File: config.mk
export PLATFORM = sky130hd
export DESIGN_NAME = sbd_dma
export DESIGN_NICKNAME = d
export VERILOG_FILES = /design/src/verilog/sbd_pkg.sv /design/src/verilog/sbd_dma.sv /design/src/verilog/sbd_dmem.sv
export SDC_FILE = /design/constraint.sdc
export NUM_CORES = 1
export LEC_CHECK = 0
export ABC_AREA = 1
export BUFFER_PORTS_ARGS = -buffer_cell sky130_fd_sc_hd__buf_2
export CORE_UTILIZATION = 55
export DETAILED_ROUTE_END_ITERATION = 16
export PLACE_DENSITY = 0.82
export SYNTH_ARGS = -nofsm -noshare
export SYNTH_HDL_FRONTEND = slang
export SYNTH_SLANG_ARGS = --single-unit
File: constraint.sdc
create_clock -name pclk -period 3.5 [get_ports pclk]
set_input_delay 0.525 -clock pclk [delete_from_list [all_inputs] [get_ports pclk]]
set_output_delay 0.525 -clock pclk [all_outputs]
set_load 0.005 [all_outputs]
File: src/verilog/sbd_pkg.sv
// package: register map, descriptor field layout and carrier types of the descriptor engine
`default_nettype none
package sbd_pkg;
	// ======================================================================
	// register map (byte addresses)
	localparam logic [7:0] A_CTRL = 8'h00;
	localparam logic [7:0] A_TXBASE = 8'h04;
	localparam logic [7:0] A_RXBASE = 8'h08;
	localparam logic [7:0] A_RXLEN = 8'h0C;
	localparam logic [7:0] A_STAT = 8'h10;
	localparam logic [1:0] CTRL_RESET = 2'h0;
	localparam logic [11:0] RXLEN_RESET = 12'h200;
	// ======================================================================
	// descriptor layout: halfword index within the 8-byte entry
	localparam logic [1:0] HW_STAT = 2'h0;
	localparam logic [1:0] HW_LEN = 2'h1;
	localparam logic [1:0] HW_PTR_HI = 2'h2;
	localparam logic [1:0] HW_PTR_LO = 2'h3;
	localparam int LEN_LSB = 4;
	localparam int IDX_W = 8;
	// status/control bits shared by both rings, except B_FIRST which only the receive ring uses
	localparam int B_OWN = 0;
	localparam int B_WRAP = 1;
	localparam int B_CONT = 2;
	localparam int B_LAST = 3;
	localparam int B_FIRST = 4;
	localparam int B_INT = 5;
	// transmit-only bits
	localparam int B_REPEAT = 6;
	localparam int B_TX_ABORT = 7;
	localparam int B_STARVE = 8;
	localparam int B_UNNUM = 9;
	localparam int B_DISC = 10;
	// receive-only bits
	localparam int B_MISALIGN = 6;
	localparam int B_SHORT = 7;
	localparam int B_LONG = 8;
	localparam int B_CRC = 9;
	localparam int B_RX_ABORT = 10;
	localparam int B_OVF = 11;
	localparam int B_PROTO = 12;
	localparam int B_SEQ = 13;
	// bits the engine rewrites on completion
	localparam logic [15:0] TX_RES_MASK = 16'h0580;
	localparam logic [15:0] RX_RES_MASK = 16'h3FD8;
	// retry interval for a ring whose descriptor was not owned
	localparam logic [15:0] POLL_DIV = 16'h03E8;
	// ======================================================================
	// carriers
	typedef struct packed {
		logic [31:0] addr;
		logic [11:0] len;
		logic last;
		logic unnumbered;
		logic repeat_packet_flag;
	} sbd_tx_req_t;
	typedef struct packed {
		logic abort;
		logic tx_fifo_starve_flag;
		logic disconnected;
	} sbd_tx_res_t;
	typedef struct packed {
		logic [31:0] addr;
		logic [11:0] cap;
	} sbd_rx_buf_t;
	typedef struct packed {
		logic [11:0] count;
		logic first;
		logic last;
		logic misaligned_frame_flag;
		logic short_frame_flag;
		logic long_frame_flag;
		logic check_sequence_error_flag;
		logic abort;
		logic rx_fifo_overflow_flag;
		logic protocol_error_flag;
		logic sequence_error_flag;
	} sbd_rx_res_t;
endpackage
`default_nettype wire
File: src/verilog/sbd_dma.sv
// descriptor ring engine: walks tx and rx descriptor tables in external memory
// Function
// - descriptors and buffers fetched from external memory rings
// - one tx, one rx table, 256 entries
// - halfword +0 holds status and control
// - halfword +2 bits 4-15 hold count
// - buffer address from +4 high, +6 low
// - tx bit0 set means buffer ready
// - rx bit0 set means buffer empty
// - bit1 wraps back to first descriptor
// - bit2 continuous mode ignores ready bit
// - bit3 marks frame end, tx and rx
// - rx bit4 set on frame start buffer
// - bit5 raises interrupt after descriptor done
// - tx bit6 allows repeated packet sending
// - tx bit7 set on abort
// - tx bit8 set on fifo underrun
// - tx bit9 sends frame as unnumbered
// - tx bit10 set when link disconnected
// - rx bits 6,7,8 alignment, short, long
// - rx bits 9,10,11 fcs, abort, overrun
// - rx bits 12,13 protocol, sequence; 14-15 reserved
`default_nettype none
module sbd_dma
(
	input wire logic pclk,
	input wire logic presetn,
	input wire logic psel,
	input wire logic penable,
	input wire logic pwrite,
	input wire logic [7:0] paddr,
	input wire logic [31:0] pwdata,
	output logic [31:0] prdata,
	output logic pready,
	output logic pslverr,
	output logic mem_req,
	output logic mem_we,
	output logic [31:0] mem_addr,
	output logic [15:0] mem_wdata,
	input wire logic mem_ack,
	input wire logic [15:0] mem_rdata,
	output logic tx_start,
	output sbd_pkg::sbd_tx_req_t tx_req,
	input wire logic tx_done,
	input wire sbd_pkg::sbd_tx_res_t tx_res,
	input wire logic rx_pending,
	output logic rx_grant,
	output sbd_pkg::sbd_rx_buf_t rx_buf,
	input wire logic rx_done,
	input wire sbd_pkg::sbd_rx_res_t rx_res,
	output logic desc_irq
);
	typedef enum logic [3:0] {S_IDLE, S_FETCH, S_LOAD, S_CHECK, S_TX_WAIT, S_RX_WAIT, S_WB_LEN, S_WB_STAT,
		S_NEXT} sbd_state_t;

	sbd_state_t state_r;
	logic [1:0] ctrl_r;
	logic [31:0] txbase_r, rxbase_r;
	logic [11:0] rxlen_r;
	logic [sbd_pkg::IDX_W-1:0] tx_idx_r, rx_idx_r;
	logic is_rx_r, tx_hold_r, rx_hold_r;
	logic [15:0] st_r;
	logic [11:0] len_r;
	logic [15:0] ptr_hi_r;
	logic [31:0] ptr_r;
	logic [1:0] k_r;
	logic [15:0] poll_cnt_r;
	logic poll_tick_r;
	logic [15:0] dm_rdata;
	logic [1:0] dm_raddr;
	logic dm_we;
	logic own, cont;
	logic [15:0] tx_st_nxt, rx_st_nxt;

	// entry address: base + 8*index + 2*halfword
	function automatic logic [31:0] desc_addr(input logic [31:0] base, input logic [7:0] idx,
		input logic [1:0] hw);
		desc_addr = base + {21'h0, idx, 3'h0} + {29'h0, hw, 1'b0};
	endfunction

	assign own = st_r[sbd_pkg::B_OWN];
	assign cont = st_r[sbd_pkg::B_CONT];
	assign dm_we = (state_r == S_FETCH) && mem_ack;
	assign dm_raddr = (k_r == 2'h0) ? sbd_pkg::HW_PTR_HI : sbd_pkg::HW_PTR_LO;

	// status halfwords to write back: fresh result bits over the kept control bits;
	// ownership goes back unless the entry is continuous
	assign tx_st_nxt = ((st_r & ~sbd_pkg::TX_RES_MASK) | {5'h0, tx_res.disconnected, 1'b0,
		tx_res.tx_fifo_starve_flag, tx_res.abort, 7'h0}) & {15'h7FFF, cont};
	assign rx_st_nxt = ((st_r & ~sbd_pkg::RX_RES_MASK) | {2'h0, rx_res.sequence_error_flag,
		rx_res.protocol_error_flag, rx_res.rx_fifo_overflow_flag, rx_res.abort,
		rx_res.check_sequence_error_flag,
		rx_res.long_frame_flag, rx_res.short_frame_flag, rx_res.misaligned_frame_flag,
		1'b0, rx_res.first, rx_res.last, 3'h0}) & {15'h7FFF, cont};

	sbd_dmem u_dmem
	(
		.pclk(pclk),
		.we(dm_we),
		.waddr(k_r),
		.wdata(mem_rdata),
		.raddr(dm_raddr),
		.rdata(dm_rdata)
	);

	// ======================================================================
	// apb slave: zero-wait answer, decode registered in the setup cycle
	always_ff @(posedge pclk or negedge presetn)
	begin
		if (!presetn)
		begin
			prdata <= 32'h0;
			pslverr <= 1'b0;
			pready <= 1'b0;
		end
		else
		begin
			pready <= 1'b1;
			if (psel && !penable)
			begin
				pslverr <= 1'b0;
				case (paddr)
					sbd_pkg::A_CTRL: prdata <= {30'h0, ctrl_r};
					sbd_pkg::A_TXBASE: prdata <= txbase_r;
					sbd_pkg::A_RXBASE: prdata <= rxbase_r;
					sbd_pkg::A_RXLEN: prdata <= {20'h0, rxlen_r};
					sbd_pkg::A_STAT: prdata <= {12'h0, rx_hold_r, tx_hold_r, state_r != S_IDLE, is_rx_r,
						rx_idx_r, tx_idx_r};
					default:
					begin
						prdata <= 32'h0;
						pslverr <= 1'b1;
					end
				endcase
			end
		end
	end

	// register writes take effect on the access cycle; base kept aligned to the 8-byte entry
	always_ff @(posedge pclk or negedge presetn)
	begin
		if (!presetn)
		begin
			ctrl_r <= sbd_pkg::CTRL_RESET;
			txbase_r <= 32'h0;
			rxbase_r <= 32'h0;
			rxlen_r <= sbd_pkg::RXLEN_RESET;
		end
		else if (psel && penable && pwrite)
		begin
			case (paddr)
				sbd_pkg::A_CTRL: ctrl_r <= pwdata[1:0];
				sbd_pkg::A_TXBASE: txbase_r <= {pwdata[31:3], 3'h0};
				sbd_pkg::A_RXBASE: rxbase_r <= {pwdata[31:3], 3'h0};
				sbd_pkg::A_RXLEN: rxlen_r <= pwdata[11:0];
				default: ;
			endcase
		end
	end

	// ======================================================================
	// poll divider: a ring that found no owned descriptor retries only on this tick,
	// so an idle ring does not hammer external memory
	always_ff @(posedge pclk or negedge presetn)
	begin
		if (!presetn)
		begin
			poll_cnt_r <= 16'h0;
			poll_tick_r <= 1'b0;
		end
		else
		begin
			poll_tick_r <= (poll_cnt_r == sbd_pkg::POLL_DIV - 16'h1);
			poll_cnt_r <= (poll_cnt_r == sbd_pkg::POLL_DIV - 16'h1) ? 16'h0 : poll_cnt_r + 16'h1;
		end
	end

	// ======================================================================
	// main sequencer
	always_ff @(posedge pclk or negedge presetn)
	begin
		if (!presetn)
		begin
			state_r <= S_IDLE;
			is_rx_r <= 1'b0;
			k_r <= 2'h0;
			mem_req <= 1'b0;
			mem_we <= 1'b0;
			mem_addr <= 32'h0;
			mem_wdata <= 16'h0;
			st_r <= 16'h0;
			len_r <= 12'h0;
			ptr_hi_r <= 16'h0;
			ptr_r <= 32'h0;
			tx_start <= 1'b0;
			tx_req <= '0;
			rx_grant <= 1'b0;
			rx_buf <= '0;
			desc_irq <= 1'b0;
			tx_idx_r <= '0;
			rx_idx_r <= '0;
			tx_hold_r <= 1'b0;
			rx_hold_r <= 1'b0;
		end
		else
		begin
			tx_start <= 1'b0;
			rx_grant <= 1'b0;
			desc_irq <= 1'b0;
			if (poll_tick_r)
			begin
				tx_hold_r <= 1'b0;
				rx_hold_r <= 1'b0;
			end
			case (state_r)
				S_IDLE:
				begin
					k_r <= 2'h0;
					// rx first: a waiting frame overruns the receiver, a waiting tx buffer does not
					if (ctrl_r[1] && rx_pending && !rx_hold_r)
					begin
						is_rx_r <= 1'b1;
						mem_req <= 1'b1;
						mem_we <= 1'b0;
						mem_addr <= desc_addr(rxbase_r, rx_idx_r, sbd_pkg::HW_STAT);
						state_r <= S_FETCH;
					end
					else if (ctrl_r[0] && !tx_hold_r)
					begin
						is_rx_r <= 1'b0;
						mem_req <= 1'b1;
						mem_we <= 1'b0;
						mem_addr <= desc_addr(txbase_r, tx_idx_r, sbd_pkg::HW_STAT);
						state_r <= S_FETCH;
					end
				end
				S_FETCH:
				begin
					if (mem_ack)
					begin
						if (k_r == sbd_pkg::HW_STAT)
							st_r <= mem_rdata;
						if (k_r == sbd_pkg::HW_LEN)
							len_r <= mem_rdata[15:sbd_pkg::LEN_LSB];
						k_r <= k_r + 2'h1;
						mem_addr <= mem_addr + 32'h2;
						if (k_r == sbd_pkg::HW_PTR_LO)
						begin
							mem_req <= 1'b0;
							k_r <= 2'h0;
							state_r <= S_LOAD;
						end
					end
				end
				S_LOAD:
				begin
					// two-stage read of the pointer halves out of the descriptor store
					k_r <= k_r + 2'h1;
					if (k_r == 2'h1)
						ptr_hi_r <= dm_rdata;
					if (k_r == 2'h2)
					begin
						ptr_r <= {ptr_hi_r, dm_rdata};
						state_r <= S_CHECK;
					end
				end
				S_CHECK:
				begin
					if (!own && !cont)
					begin
						if (is_rx_r)
							rx_hold_r <= 1'b1;
						else
							tx_hold_r <= 1'b1;
						state_r <= S_IDLE;
					end
					else if (is_rx_r)
					begin
						rx_grant <= 1'b1;
						rx_buf <= '{addr: ptr_r, cap: rxlen_r};
						state_r <= S_RX_WAIT;
					end
					else
					begin
						tx_start <= 1'b1;
						tx_req <= '{addr: ptr_r, len: len_r, last: st_r[sbd_pkg::B_LAST],
							unnumbered: st_r[sbd_pkg::B_UNNUM],
							repeat_packet_flag: st_r[sbd_pkg::B_REPEAT]};
						state_r <= S_TX_WAIT;
					end
				end
				S_TX_WAIT:
				begin
					if (tx_done)
					begin
						// write data set with the request: a zero-wait memory takes it at once
						st_r <= tx_st_nxt;
						mem_wdata <= tx_st_nxt;
						mem_req <= 1'b1;
						mem_we <= 1'b1;
						mem_addr <= desc_addr(txbase_r, tx_idx_r, sbd_pkg::HW_STAT);
						state_r <= S_WB_STAT;
					end
				end
				S_RX_WAIT:
				begin
					if (rx_done)
					begin
						st_r <= rx_st_nxt;
						len_r <= rx_res.count;
						mem_req <= 1'b1;
						mem_we <= 1'b1;
						mem_addr <= desc_addr(rxbase_r, rx_idx_r, sbd_pkg::HW_LEN);
						mem_wdata <= {rx_res.count, 4'h0};
						state_r <= S_WB_LEN;
					end
				end
				S_WB_LEN:
				begin
					// count goes out before status so software never sees ownership back with a stale count
					if (mem_ack)
					begin
						mem_addr <= desc_addr(rxbase_r, rx_idx_r, sbd_pkg::HW_STAT);
						mem_wdata <= st_r;
						state_r <= S_WB_STAT;
					end
				end
				S_WB_STAT:
				begin
					if (mem_ack)
					begin
						mem_req <= 1'b0;
						mem_we <= 1'b0;
						desc_irq <= st_r[sbd_pkg::B_INT];
						state_r <= S_NEXT;
					end
				end
				S_NEXT:
				begin
					// continuous entries are revisited; an 8-bit index wraps past entry 255 anyway
					if (!cont)
					begin
						if (is_rx_r)
							rx_idx_r <= st_r[sbd_pkg::B_WRAP] ? '0 : rx_idx_r + 8'h1;
						else
							tx_idx_r <= st_r[sbd_pkg::B_WRAP] ? '0 : tx_idx_r + 8'h1;
					end
					state_r <= S_IDLE;
				end
				default: state_r <= S_IDLE;
			endcase
		end
	end

	// ======================================================================
	// checks
	AST_MEM_HOLD: assert property (@(posedge pclk) disable iff (!presetn)
		mem_req && !mem_ack |=> mem_req && $stable(mem_addr) && $stable(mem_we))
		else $error("memory request changed before acknowledge");
	AST_TX_OWNED: assert property (@(posedge pclk) disable iff (!presetn)
		tx_start |-> $past(st_r[0]) || $past(st_r[2]))
		else $error("tx buffer started without ownership");
	AST_RX_OWNED: assert property (@(posedge pclk) disable iff (!presetn)
		rx_grant |-> $past(st_r[0]) || $past(st_r[2]))
		else $error("rx buffer granted without ownership");
	AST_PTR: assert property (@(posedge pclk) disable iff (!presetn)
		tx_start |-> tx_req.addr == ptr_r)
		else $error("tx address does not match descriptor pointer");
	AST_WRAP: assert property (@(posedge pclk) disable iff (!presetn)
		state_r == S_NEXT && !is_rx_r && st_r[1] && !st_r[2] |=> tx_idx_r == 8'h0)
		else $error("wrap bit did not return tx index to zero");
	AST_CONT: assert property (@(posedge pclk) disable iff (!presetn)
		state_r == S_NEXT && st_r[2] |=> $stable(tx_idx_r) && $stable(rx_idx_r))
		else $error("continuous descriptor advanced");
	AST_RELEASE: assert property (@(posedge pclk) disable iff (!presetn)
		state_r == S_WB_STAT && mem_ack && !st_r[2] |-> mem_wdata[0] == 1'b0 && mem_we)
		else $error("ownership not returned on writeback");
	AST_IRQ: assert property (@(posedge pclk) disable iff (!presetn)
		state_r == S_WB_STAT && mem_ack |=> desc_irq == $past(st_r[5]))
		else $error("interrupt pulse does not follow descriptor bit");
	AST_STARVE: assert property (@(posedge pclk) disable iff (!presetn)
		state_r == S_TX_WAIT && tx_done |=> st_r[8] == $past(tx_res.tx_fifo_starve_flag))
		else $error("underrun flag not reported");
	AST_RX_FIRST: assert property (@(posedge pclk) disable iff (!presetn)
		state_r == S_RX_WAIT && rx_done |=> st_r[4] == $past(rx_res.first) && mem_wdata[15:4] == len_r)
		else $error("first flag or count not reported");
endmodule
`default_nettype wire

File: src/verilog/sbd_dmem.sv
// small descriptor store: four halfwords, registered read port
`default_nettype none
module sbd_dmem
(
	input wire logic pclk,
	input wire logic we,
	input wire logic [1:0] waddr,
	input wire logic [15:0] wdata,
	input wire logic [1:0] raddr,
	output logic [15:0] rdata
);
	logic [15:0] mem [0:3];

	// ======================================================================
	// storage; no reset needed, every word is written before it is read
	always_ff @(posedge pclk)
	begin
		if (we)
			mem[waddr] <= wdata;
		rdata <= mem[raddr];
	end
endmodule
`default_nettype wire

==> flow_metrics.env <==
export IMPL_synth_seq_area_share_pct=51.5
export IMPL_post_route_util_pct=64.7
export IMPL_vias=18800
export IMPL_synth_top_area_cell="dfrtp_1"
export IMPL_synth_area_leaders="dfrtp_1 (45%), nand2_1 (14%), o21ai_0 (6.4%)"
export IMPL_fin_ws_ns=0.669
export IMPL_synth_seq_cells=415
export IMPL_synth_edff_count=32
export IMPL_rows=70
export IMPL_min_period_ns=2.83
export IMPL_via_per_inst=5.61
export IMPL_drt_first_pass_iters=8
export IMPL_hold_class="input port to flop"
export IMPL_synth_top_area_share_pct=45.1
export IMPL_drv_cap=0
export IMPL_drt_iter0_drc=1744
export IMPL_post_cts_buffers=0
export IMPL_ant_nets=0
export IMPL_drc=0
export IMPL_worst_path_max_delay_cell="nand2_1"
export IMPL_root_buffer="clkbuf_16"
export IMPL_cts_max_level=2
export IMPL_crit_chain="inv_2 -> nand2_1 -> nor2_2 -> inv_1 -> nand2_1 -> inv_1 -> a21oi_1 -> o21ai_0 -> nand3_1 -> o21ai_1 -> inv_1"
export IMPL_outcome="finished clean"
export IMPL_crit_top_cell="inv_1"
export IMPL_hold_ws_ns=0.178
export IMPL_cpPeakStageDelay_ns=0.73
export IMPL_critPathBufInv=4
export IMPL_cts_tree="done"
export IMPL_synth_distinct_cells=56
export IMPL_die_y_um=194
export IMPL_pre_cts_ws_ns=0.684
export IMPL_clk_pin_slew_ns=0.07
export IMPL_num_nets_final=2961
export IMPL_synth_warnings=0
export IMPL_grt_usage_pct=33.5
export IMPL_crit_fanout=22
export IMPL_antenna_found_initial=2
export IMPL_clock_sinks=415
export IMPL_min_period_over_period_pct=80.9
export IMPL_rrSetupSlack_ns=0.67
export IMPL_grt_ovfl_total=0
export IMPL_start_kind="flop"
export IMPL_path_delay_family="simple AND/OR/NAND/NOR gates"
export IMPL_syn_area_sq_mm=0.0203
export IMPL_ctsHoldBuffers=1
export IMPL_setup_tns_ns=0
export IMPL_drt_wl_total_mm=62.7
export IMPL_synth_fp_nets=2708
export IMPL_max_freq_ghz=0.353
export IMPL_gp_congestion=0.939
export IMPL_wire_per_inst_um=18.7
export IMPL_power_total_mw=16.0
export IMPL_p_per_area_mw_per_mm2=679
export IMPL_place_area_sq_mm=0.0222
export IMPL_io_pins=268
export IMPL_postLayoutCellArea_sq_mm=0.0236
export IMPL_synthTopCellsByCount="nand2_1 (783), dfrtp_1 (366), inv_1 (340), o21ai_0 (258), nand3_1 (177)"
export IMPL_tightest_slew_ns=1.03
export IMPL_synthCells=2592
export IMPL_synth_most_common_cell="nand2_1"
export IMPL_drv_slew=0
export IMPL_rsz0062_at_grt="false"
export IMPL_path_class="flop to flop"
export IMPL_port_buffers=266
export IMPL_initial_core_util_pct=55.6
export IMPL_layout_area_overhead_vs_synth_pct=16.2
export IMPL_hold_path_startpoint="mem_rdata[4]"
export IMPL_finalHoldViolCount=0
export IMPL_cp_required_ns=4.01
export IMPL_r2r_cells=11
export IMPL_stdcell_count=3347
export IMPL_ir_drop_uv=374
export IMPL_worstHoldEndpoint="u_dmem.mem[2][4]"
export IMPL_clk_path_buf_depth=3
export IMPL_reg2reg_to="mem_addr[12]"
export IMPL_drive_above_1_share_pct=14.1
export IMPL_dp_hpwl_mm=47.4
export IMPL_maxSlewHeadroom_pct=31.2
export IMPL_dp_cells=3267
export IMPL_clk_latency_ns=0.57
export IMPL_skew_ns=0.0176
export IMPL_crit_arrival_ns=3.34
export IMPL_syn_avg_cell_area_sq_um=7.84
export IMPL_grt_max_degree=84
export IMPL_grt_pass1_vias=18100
export IMPL_die_x_um=194
export IMPL_r2r_start="state_r[1]"
export IMPL_cts_buffers=43
export IMPL_synthArstFlopShare_pct=88.4
export IMPL_cts_resized_gates=0
export IMPL_synthFlopType="dfrtp_1"
export IMPL_die_area_sq_mm=0.0377
export IMPL_grt_pass1_wl_mm=99.2
export IMPL_core_area_sq_mm=0.0365
export IMPL_power_leakage_nw=12.1
export IMPL_setup_viol=0
export IMPL_hold_depth=1
export IMPL_endpoint_kind="flop"
==> kinds of logic after synthesis <==
| kind of cell | Yosys count | share of synthesized area [%] |
|---|---|---|
| AO/OA/AOI/OAI | 433 | 11.6 |
| XOR/XNOR | 20 | 0.862 |
| adder cells (fa/ha/maj) | 26 | 1.67 |
| buffers and inverters | 436 | 8.31 |
| flip-flops | 415 | 51.5 |
| multiplexers | 1 | 0.0554 |
| other | 2 | 0.0370 |
| AND/OR/NAND/NOR | 1259 | 26.0 |
==> layer usage <==
metal / global-route usage (%) / routed length [um]
met1: 47.5 / 27200
met2: 53.6 / 29100
met3: 4.38 / 4780
met4: 10.8 / 1730
met5: 0 / 0
==> worst max path at each step <==
stage	startpoint	endpoint	slack, ns	cells after the start
2_1_floorplan	state_r[1]	u_dmem.mem[2][0]	0.95	4
3_3_place_gp	rx_pending	mem_addr[18]	0.78	10
3_5_place_dp	rx_pending	mem_addr[12]	0.68	12
4_1_cts	state_r[1]	mem_addr[12]	0.75	11
5_1_grt	state_r[1]	mem_addr[13]	0.49	11
6_report	state_r[1]	mem_addr[12]	0.67	11
==> layout make-up <==
class                           instances  area, sq um
Clock inverter                         17          238
Antenna cell                            2         5.00
Tap cell                              468          586
Fill cell                            3157        12900
Clock buffer                           60         1210
Multi-Input combinational cell       1741         8190
Sequential cell                       415        10500
Inverter                              352         1320
Timing Repair Buffer                  292         1600
==> registers in the layout, indices dropped and copies added (netlist names), 4 cells and up <==
signal / flops
rx_idx_r: 8
txbase_r: 29
rx_buf: 44
mem_wdata: 16
u_dmem.rdata: 16
rxlen_r: 12
ptr_hi_r: 16
rxbase_r: 29
state_r: 4
poll_cnt_r: 16
tx_idx_r: 8
prdata: 32
len_r: 12
ptr_r: 32
st_r: 16
mem_addr: 31
tx_req: 47
u_dmem.mem: 32
==> power breakdown <==
part / switching (mW) / total (mW) / internal [mW]
Sequential: 0.700 / 6.58 / 5.88
Clock: 1.97 / 4.71 / 2.73
Combinational: 3.21 / 4.75 / 1.55
Total: 5.88 / 16.0 / 10.2
==> cell usage in the layout, fill, tap and decap left out, drive strengths merged, types with 4 or more instances in the layout <==
cell,n
dfrtp,366
o22ai,25
a21oi,65
nand4,35
clkbuf,60
o211ai,13
ha,24
xor2,16
o221ai,8
nor3b,4
nand3b,9
nand2,790
nor4,5
or2,8
edfxtp,32
clkinv,10
o21ai,288
nor2,182
nor3,42
buf,291
bufinv,4
and2,4
inv,353
xnor2,4
nand3,178
a31oi,11
dfxtp,16
o2111ai,4
(Power assumes the default switching activity.)
